===== src/adc_ctrl_defines.svh =====
// Register offsets, field positions, reset values and code limits of the ADC control block.
`ifndef ADC_CTRL_DEFINES_SVH
`define ADC_CTRL_DEFINES_SVH

`define ADC_CTRL_OFS       8'h00
`define ADC_BIAS_OFS       8'h04
`define ADC_RES_HI_OFS     8'h08
`define ADC_RES_LO_OFS     8'h0c
`define ADC_STATUS_OFS     8'h10

`define CTRL_START_BIT     0
`define CTRL_ALT_BIT       1
`define CTRL_OSR_LSB       2
`define CTRL_NELC_LSB      5

`define BIAS_CONV_LSB      0
`define BIAS_AMP_LSB       2
`define BIAS_CONV_EN_BIT   4
`define BIAS_AMP_EN_BIT    5

`define OSR_RST            3'h0
`define NELC_RST           2'h0
`define BIAS_LEVEL_RST     2'h3
`define ENABLE_RST         1'b0

`define OSR_BASE_LOG2      4'h3
`define CODE_MAX           16'h7fff
`define CODE_MIN           16'h8000
`define RAW_MAX            20'sh07fff
`define RAW_MIN            -20'sh08000

`endif


===== src/adc_ctrl_pkg.sv =====
// Types shared by the ADC control block.
package adc_ctrl_pkg;

   typedef enum logic [2:0] {
      ST_IDLE  = 3'b001,
      ST_INTEG = 3'b010,
      ST_QUANT = 3'b100
   } conv_state_t;

   typedef logic signed [19:0] raw_code_t;

endpackage : adc_ctrl_pkg


===== src/code_fmt_if.sv =====
// Connection between the conversion controller and the output code formatter.
`timescale 1ns/10ps
interface code_fmt_if;
   import adc_ctrl_pkg::*;
   raw_code_t   raw;
   logic [2:0]  osr_sel;
   logic [1:0]  nelc_sel;
   logic [15:0] code;
   modport fmt  (input raw, input osr_sel, input nelc_sel, output code);
   modport user (output raw, output osr_sel, output nelc_sel, input code);
endinterface : code_fmt_if


===== src/code_formatter.sv =====
// Saturates the raw modulator sum and forces the non-significant low bits.
`timescale 1ns/10ps
`include "adc_ctrl_defines.svh"
module code_formatter
   import adc_ctrl_pkg::*;
(
   code_fmt_if.fmt f   // Raw sum and settings in, formatted code out.
);

   function automatic logic [3:0] forced_len(input logic [2:0] o, input logic [1:0] n);
      case ({o, n})
         5'b000_00: forced_len = 4'h9;
         5'b000_01: forced_len = 4'h8;
         5'b000_10: forced_len = 4'h7;
         5'b000_11: forced_len = 4'h7;
         5'b001_00: forced_len = 4'h7;
         5'b001_01: forced_len = 4'h7;
         5'b001_10: forced_len = 4'h6;
         5'b001_11: forced_len = 4'h5;
         5'b010_00: forced_len = 4'h6;
         5'b010_01: forced_len = 4'h5;
         5'b010_10: forced_len = 4'h4;
         5'b010_11: forced_len = 4'h3;
         5'b011_00: forced_len = 4'h4;
         5'b011_01: forced_len = 4'h3;
         5'b011_10: forced_len = 4'h2;
         5'b011_11: forced_len = 4'h1;
         5'b100_00: forced_len = 4'h2;
         5'b100_01: forced_len = 4'h1;
         default:   forced_len = 4'h0;
      endcase
   endfunction : forced_len

   logic [15:0] sat;
   logic [15:0] mask;
   logic [15:0] pat;
   logic [3:0]  k;

   always_comb begin
      if (f.raw > `RAW_MAX) begin
         sat = `CODE_MAX;
      end else if (f.raw < `RAW_MIN) begin
         sat = `CODE_MIN;
      end else begin
         sat = f.raw[15:0];
      end
   end

   assign k    = forced_len(f.osr_sel, f.nelc_sel);
   assign mask = (16'h0001 << k) - 16'h0001;
   assign pat  = (16'h0001 << k) >> 1;
   assign f.code = (sat & ~mask) | pat;

endmodule : code_formatter


===== src/adc_conv_ctrl.sv =====
// APB-controlled conversion sequencer, result registers and bias control of the ADC.
//
// Behaviour
// Result is sixteen-bit two's complement code.
// Out-of-range inputs clamp to 0x7FFF or 0x8000.
// Below sixteen bits, non-significant low bits are forced.
// Forced pattern is one then zeros, per settings.
// Result split into high and low byte registers.
// Software keeps converter bias within sampling limit.
// Software keeps amplifier bias within sampling limit.
// Amplifiers and converter can be switched off.
// Start or alternative trigger bit begins conversion.
// Oversampling ratio is two to three-plus-field.
// Elementary conversions are two to the field.
// Conversion lasts count times ratio-plus-one, plus one.
// Both result bytes update together at completion.
//
// Our own choices: the register offsets and the APB interface to the registers.
`timescale 1ns/10ps
`include "adc_ctrl_defines.svh"
module adc_conv_ctrl
   import adc_ctrl_pkg::*;
(
   input  wire logic        pclk,                  // Sampling clock.
   input  wire logic        presetn,               // Asynchronous reset, active low.
   input  wire logic        psel,                  // APB select.
   input  wire logic        penable,               // APB enable.
   input  wire logic        pwrite,                // APB write direction.
   input  wire logic [7:0]  paddr,                 // APB byte address.
   input  wire logic [31:0] pwdata,                // APB write data.
   output logic      [31:0] prdata,                // APB read data.
   output logic             pready,                // APB ready.
   output logic             pslverr,               // APB error on unmapped address.
   input  wire raw_code_t   mod_data,              // Modulator sum at end of conversion.
   output logic             mod_start,             // Pulse: modulator resets for a new run.
   output logic             mod_chop,              // Offset chopping phase.
   output logic             mod_quant,             // Final quantisation cycle.
   output logic             converter_enable,      // Converter powered.
   output logic             amplifier_enable,      // Amplifiers powered.
   output logic      [1:0]  converter_bias_level,  // Converter bias step.
   output logic      [1:0]  amplifier_bias_level,  // Amplifier bias step.
   output logic             conv_busy              // Conversion in progress.
);

   conv_state_t state_ff;
   conv_state_t nxt_state;
   logic [2:0]  osr_sel_ff;
   logic [1:0]  nelc_sel_ff;
   logic [2:0]  osr_run_ff;
   logic [1:0]  nelc_run_ff;
   logic [10:0] el_cnt_ff;
   logic [3:0]  el_idx_ff;
   logic        chop_ff;
   logic [7:0]  res_hi_ff;
   logic [7:0]  res_lo_ff;
   logic [31:0] prdata_ff;
   logic        conv_en_ff;
   logic        amp_en_ff;
   logic [1:0]  conv_bias_ff;
   logic [1:0]  amp_bias_ff;
   logic [10:0] osr_val;
   logic [3:0]  n_val;
   logic        wr_en;
   logic        addr_hit;
   logic        trigger;
   logic        el_end;

   code_fmt_if fmt_bus ();

   code_formatter u_fmt (
      .f (fmt_bus.fmt)
   );

   assign fmt_bus.raw      = mod_data;
   assign fmt_bus.osr_sel  = osr_run_ff;
   assign fmt_bus.nelc_sel = nelc_run_ff;

   assign addr_hit = (paddr == `ADC_CTRL_OFS) || (paddr == `ADC_BIAS_OFS) ||
                     (paddr == `ADC_RES_HI_OFS) || (paddr == `ADC_RES_LO_OFS) ||
                     (paddr == `ADC_STATUS_OFS);
   assign wr_en    = psel && penable && pwrite && addr_hit;
   assign pready   = 1'b1;
   assign pslverr  = psel && penable && !addr_hit;
   assign prdata   = prdata_ff;

   assign trigger = wr_en && (paddr == `ADC_CTRL_OFS) &&
                    (pwdata[`CTRL_START_BIT] || pwdata[`CTRL_ALT_BIT]);

   assign osr_val = 11'h001 << (`OSR_BASE_LOG2 + {1'b0, osr_run_ff});
   assign n_val   = 4'h1 << nelc_run_ff;
   assign el_end  = (el_cnt_ff == osr_val);

   always_ff @(posedge pclk or negedge presetn) begin
      if (!presetn) begin
         osr_sel_ff  <= `OSR_RST;
         nelc_sel_ff <= `NELC_RST;
      end else if (wr_en && paddr == `ADC_CTRL_OFS) begin
         osr_sel_ff  <= pwdata[`CTRL_OSR_LSB +: 3];
         nelc_sel_ff <= pwdata[`CTRL_NELC_LSB +: 2];
      end
   end

   always_ff @(posedge pclk or negedge presetn) begin
      if (!presetn) begin
         conv_bias_ff <= `BIAS_LEVEL_RST;
         amp_bias_ff  <= `BIAS_LEVEL_RST;
         conv_en_ff   <= `ENABLE_RST;
         amp_en_ff    <= `ENABLE_RST;
      end else if (wr_en && paddr == `ADC_BIAS_OFS) begin
         conv_bias_ff <= pwdata[`BIAS_CONV_LSB +: 2];
         amp_bias_ff  <= pwdata[`BIAS_AMP_LSB +: 2];
         conv_en_ff   <= pwdata[`BIAS_CONV_EN_BIT];
         amp_en_ff    <= pwdata[`BIAS_AMP_EN_BIT];
      end
   end

   always_comb begin
      nxt_state = state_ff;
      unique case (state_ff)
         ST_IDLE:  if (trigger && conv_en_ff) nxt_state = ST_INTEG;
         ST_INTEG: if (el_end && (el_idx_ff + 4'h1 == n_val)) nxt_state = ST_QUANT;
         ST_QUANT: nxt_state = ST_IDLE;
         default:  nxt_state = ST_IDLE;
      endcase
      if (!conv_en_ff) begin
         nxt_state = ST_IDLE;
      end
   end

   always_ff @(posedge pclk or negedge presetn) begin
      if (!presetn) begin
         state_ff <= ST_IDLE;
      end else begin
         state_ff <= nxt_state;
      end
   end

   // Settings are frozen for the whole run so a rewrite cannot skew the count.
   // A start is always a control write, so the settings written with it are the ones used.
   always_ff @(posedge pclk or negedge presetn) begin
      if (!presetn) begin
         osr_run_ff  <= `OSR_RST;
         nelc_run_ff <= `NELC_RST;
      end else if (state_ff == ST_IDLE && nxt_state == ST_INTEG) begin
         osr_run_ff  <= pwdata[`CTRL_OSR_LSB +: 3];
         nelc_run_ff <= pwdata[`CTRL_NELC_LSB +: 2];
      end
   end

   always_ff @(posedge pclk or negedge presetn) begin
      if (!presetn) begin
         el_cnt_ff <= 11'h000;
         el_idx_ff <= 4'h0;
         chop_ff   <= 1'b0;
      end else if (state_ff != ST_INTEG) begin
         el_cnt_ff <= 11'h000;
         el_idx_ff <= 4'h0;
         chop_ff   <= 1'b0;
      end else if (el_end) begin
         el_cnt_ff <= 11'h000;
         el_idx_ff <= el_idx_ff + 4'h1;
         chop_ff   <= !chop_ff;
      end else begin
         el_cnt_ff <= el_cnt_ff + 11'h001;
      end
   end

   always_ff @(posedge pclk or negedge presetn) begin
      if (!presetn) begin
         res_hi_ff <= 8'h00;
         res_lo_ff <= 8'h00;
      end else if (state_ff == ST_QUANT) begin
         res_hi_ff <= fmt_bus.code[15:8];
         res_lo_ff <= fmt_bus.code[7:0];
      end
   end

   always_ff @(posedge pclk or negedge presetn) begin
      if (!presetn) begin
         prdata_ff <= 32'h0000_0000;
      end else if (psel && !penable && !pwrite) begin
         case (paddr)
            `ADC_CTRL_OFS:   prdata_ff <= {25'h0, nelc_sel_ff, osr_sel_ff, 2'b00};
            `ADC_BIAS_OFS:   prdata_ff <= {26'h0, amp_en_ff, conv_en_ff,
                                           amp_bias_ff, conv_bias_ff};
            `ADC_RES_HI_OFS: prdata_ff <= {24'h0, res_hi_ff};
            `ADC_RES_LO_OFS: prdata_ff <= {24'h0, res_lo_ff};
            `ADC_STATUS_OFS: prdata_ff <= {31'h0, state_ff != ST_IDLE};
            default:         prdata_ff <= 32'h0000_0000;
         endcase
      end
   end

   assign mod_start            = (state_ff == ST_IDLE) && (nxt_state == ST_INTEG);
   assign mod_chop             = chop_ff;
   assign mod_quant            = (state_ff == ST_QUANT);
   assign conv_busy            = (state_ff != ST_IDLE);
   assign converter_enable     = conv_en_ff;
   assign amplifier_enable     = amp_en_ff;
   assign converter_bias_level = conv_bias_ff;
   assign amplifier_bias_level = amp_bias_ff;

   // Checking helpers: run length and its expected value from the frozen settings.
   logic [13:0] len_ff;
   logic [13:0] len_exp;

   always_ff @(posedge pclk or negedge presetn) begin
      if (!presetn) begin
         len_ff <= 14'h0000;
      end else if (state_ff == ST_IDLE) begin
         len_ff <= 14'h0000;
      end else begin
         len_ff <= len_ff + 14'h0001;
      end
   end

   assign len_exp = 14'(((32'h1 << (3 + osr_run_ff)) + 32'h1) * (32'h1 << nelc_run_ff));
endmodule : adc_conv_ctrl


===== config.mk =====
export PLATFORM = sky130hd
export DESIGN_NAME = adc_conv_ctrl
export DESIGN_NICKNAME = d
export VERILOG_FILES = /design/src/adc_ctrl_pkg.sv /design/src/code_fmt_if.sv /design/src/code_formatter.sv /design/src/adc_conv_ctrl.sv
export VERILOG_INCLUDE_DIRS = /design/src
export SDC_FILE = /design/constraint.sdc
export NUM_CORES = 1
export LEC_CHECK = 0
export BUFFER_PORTS_ARGS = -buffer_cell sky130_fd_sc_hd__clkbuf_2
export CAP_MARGIN = 20
export CORE_MARGIN = 3
export CORE_UTILIZATION = 30
export CTS_CLUSTER_SIZE = 40
export DETAILED_ROUTE_END_ITERATION = 8
export MAX_ROUTING_LAYER = met4
export SKIP_LAST_GASP = 1
export SYNTH_ARGS = -nofsm -noshare
export SYNTH_HDL_FRONTEND = slang
export SYNTH_HIERARCHICAL = 1
export SYNTH_SLANG_ARGS = --single-unit

===== constraint.sdc =====
create_clock -name pclk -period 7.8 [get_ports pclk]
set_input_delay 1.56 -clock pclk [delete_from_list [all_inputs] [get_ports pclk]]
set_output_delay 1.56 -clock pclk [all_outputs]
set_load 0.1 [all_outputs]

==> reports/metrics.csv <==
metric,value,unit
status,"finished, final reports clean",
synth.distinct_cells,71,
yosys_warnings,6,
total_power,790,µW
grt_pass1_vias,3041,
floorplan.rows,42,
clkTransAtPathRegs,0.05,ns
hpwl,7210,µm
synth_top_area_share,32.5,%
cts_setup_buffers,0,
ys_top_cells_by_count,"54 x dfrtp_1, 37 x nor2_1, 34 x nand2_1",
internal_power,576,µW
drive_gt1_share,27.9,%
setup_viol,0,
start_kind,input port,
swShare,27.1,%
drt-total-wl,9490,µm
worst_ep_arrival_time,3.66,ns
drtPass1Iterations,5,
pin_count,109,
synth-main-ff-cell,dfrtp_1,
synth_area,0.00415,mm²
tightest_slew,0.978,ns
relSlewSlack,34.1,%
fin_skew,0.00773,ns
die-area,0.0153,mm²
grtUsageTotal,13.1,%
slew_violations,0,
fin_tns_setup,0,ns
avgSynthCellArea,9.68,µm²
area.growth.synth_to_final,15.0,%
grt_setup_unrepaired,false,
synth_cells,429,
clock_power_share,49.2,%
dr_total_vias,3272,
cts_sinks,59,
max_cap_violations,0,
dieHeight,124,µm
start_util,31.0,%
drc,0,
synth_area_leaders,"dfrtp_1 33%, mux2_2 7.6%, buf_4 5.1%",
place_congestion,0.854,
path_class,input port to output port,
die_w,124,µm
drt_iter0_markers,203,
cts_tree,done,
cts_buffers,9,
n_fill_cell,1358,
ys_ff_latch,59,
endpoint_kind,output port,
antenna_found_initial,0,
post_cts_resized,0,
grt_max_degree,60,
finalHoldWorstSlack,0.473,ns
core,0.0134,mm²
clockBufferDepth,2,
hold_buffers,0,
wl_per_cell,14.4,µm
seqPwrFrac,39.1,%
power_density,165,mW/mm²
grt_overflow,0,
finish.utilization,35.6,%
synthArstFlopShare,100,%
clk_latency,0.32,ns
max-vdd-ir-drop,0.117,mV
portBuffers,58,
fin_area,0.00478,mm²
cts.htree.levels,3,
p_leak,2.08,nW
clock.fmax,192,MHz
root_buffer,clkbuf_16,
hold_viol,0,
synth.most_common_cell,dfrtp_1,
grt_first_pass_wirelength,15200,µm
layout_min_cycle_time,5.22,ns
antenna_left,0,
combPwrFrac,11.8,%
synth-edff-count,0,
timing.final.crit_share,66.9,%
synth_area_leader_cell,dfrtp_1,
path_max_fanout,9,
min_path_type,flip-flop to flip-flop,
viasPerCell,4.96,
p_sw,214,µW
diodes,0,
placed_area,0.00448,mm²
nets,554,
required,6.24,ns
yosysSeqAreaShare,35.7,%
==> flip-flops by register name, indices dropped and copies added, names as in the netlist <==
signal                flops
el_idx_ff                 4
fmt_bus.osr_sel           3
state_ff                  3
converter_enable          1
amplifier_bias_level      2
osr_sel_ff                3
nelc_sel_ff               2
prdata                    8
res_hi_ff                 8
mod_chop                  1
converter_bias_level      2
el_cnt_ff                11
amplifier_enable          1
fmt_bus.nelc_sel          2
res_lo_ff                 8
==> cells by family after synthesis <==
| group | share of synthesized area (%) |
|---|---|
| other | 0.181 |
| AO/OA/AOI/OAI | 14.8 |
| AND/OR/NAND/NOR | 21.9 |
| multiplexers | 14.0 |
| flip-flops | 35.7 |
| adder cells (fa/ha/maj) | 3.01 |
| buffers and inverters | 7.38 |
| XOR/XNOR | 2.95 |
==> routing by layer <==
| layer | part of all wire, % | GRT usage, % |
|---|---|---|
| met1 | 44 | 16.1 |
| met5 | 0 | - |
| met2 | 49 | 21.0 |
| met3 | 4.3 | 3.27 |
| met4 | 2.4 | 4.91 |
==> path summary, 6_finish.rpt <==
path | from | to | cells past startpoint | slack [ns]
worst max-delay path | paddr[7] | mod_start | 5 | 2.58
worst min-delay path | prdata[1]$_DFFE_PN0P_ | prdata[1]$_DFFE_PN0P_ | 2 | 0.47
worst max register to register | fmt_bus.nelc_sel[0]$_DFFE_PN0P_ | res_hi_ff[1]$_DFFE_PN0P_ | 9 | 4.61
worst min register to register | prdata[1]$_DFFE_PN0P_ | prdata[1]$_DFFE_PN0P_ | 2 | 0.47
max in group asynchronous | presetn | prdata[7]$_DFFE_PN0P_ | 2 | 5.92
min in group asynchronous | presetn | el_cnt_ff[2]$_DFF_PN0_ | 2 | 1.37
==> final cells by class <==
cell class / instances / area, µm² / area share, %
Inverter: 4 / 15.0 / 0.314
Sequential cell: 59 / 1480 / 31.0
Clock inverter: 4 / 50.0 / 1.05
Timing Repair Buffer: 61 / 313 / 6.55
Multi-Input combinational cell: 344 / 2450 / 51.3
Tap cell: 176 / 220 / 4.61
Clock buffer: 12 / 246 / 5.16
==> per-stage QoR <==
stage | worst slack, ns | cells
after global placement | 2.58 | 644
final | 2.58 | 660
after detailed placement | 2.58 | 644
after CTS | 2.58 | 660
after floorplan | 2.31 | 452
after global routing | 2.43 | 660
==> layout by cell type, fill, tap and decap left out, types with 6 or more instances in the layout <==
cell,n
nand2b_1,16
mux2_1,6
o31ai_1,6
nor3_1,6
conb_1,25
xnor2_1,9
mux2_2,28
mux2i_1,11
a21oi_1,17
clkbuf_16,9
ha_1,10
clkbuf_2,58
nand2_1,34
o21ai_0,20
nor2_1,37
nor4_1,8
nand3_1,8
nand3b_1,6
dfrtp_1,54
==> worst max-delay path, stage by stage <==
cell      delay (ns)
clkbuf_2        0.08
nor4_1          0.31
or3b_1          0.57
nor4_4          0.57
clkbuf_2        0.56
==> power by group through the flow <==
stage	clock (mW)	combinational, mW	sequential (mW)
floorplan	0	0.0774	0.317
global placement	0	0.0931	0.314
detailed placement	0	0.0938	0.314
CTS	0.398	0.0939	0.308
global route	0.411	0.0989	0.308
finish	0.388	0.0930	0.309
Note: power is estimated with default switching activity, not from simulation.
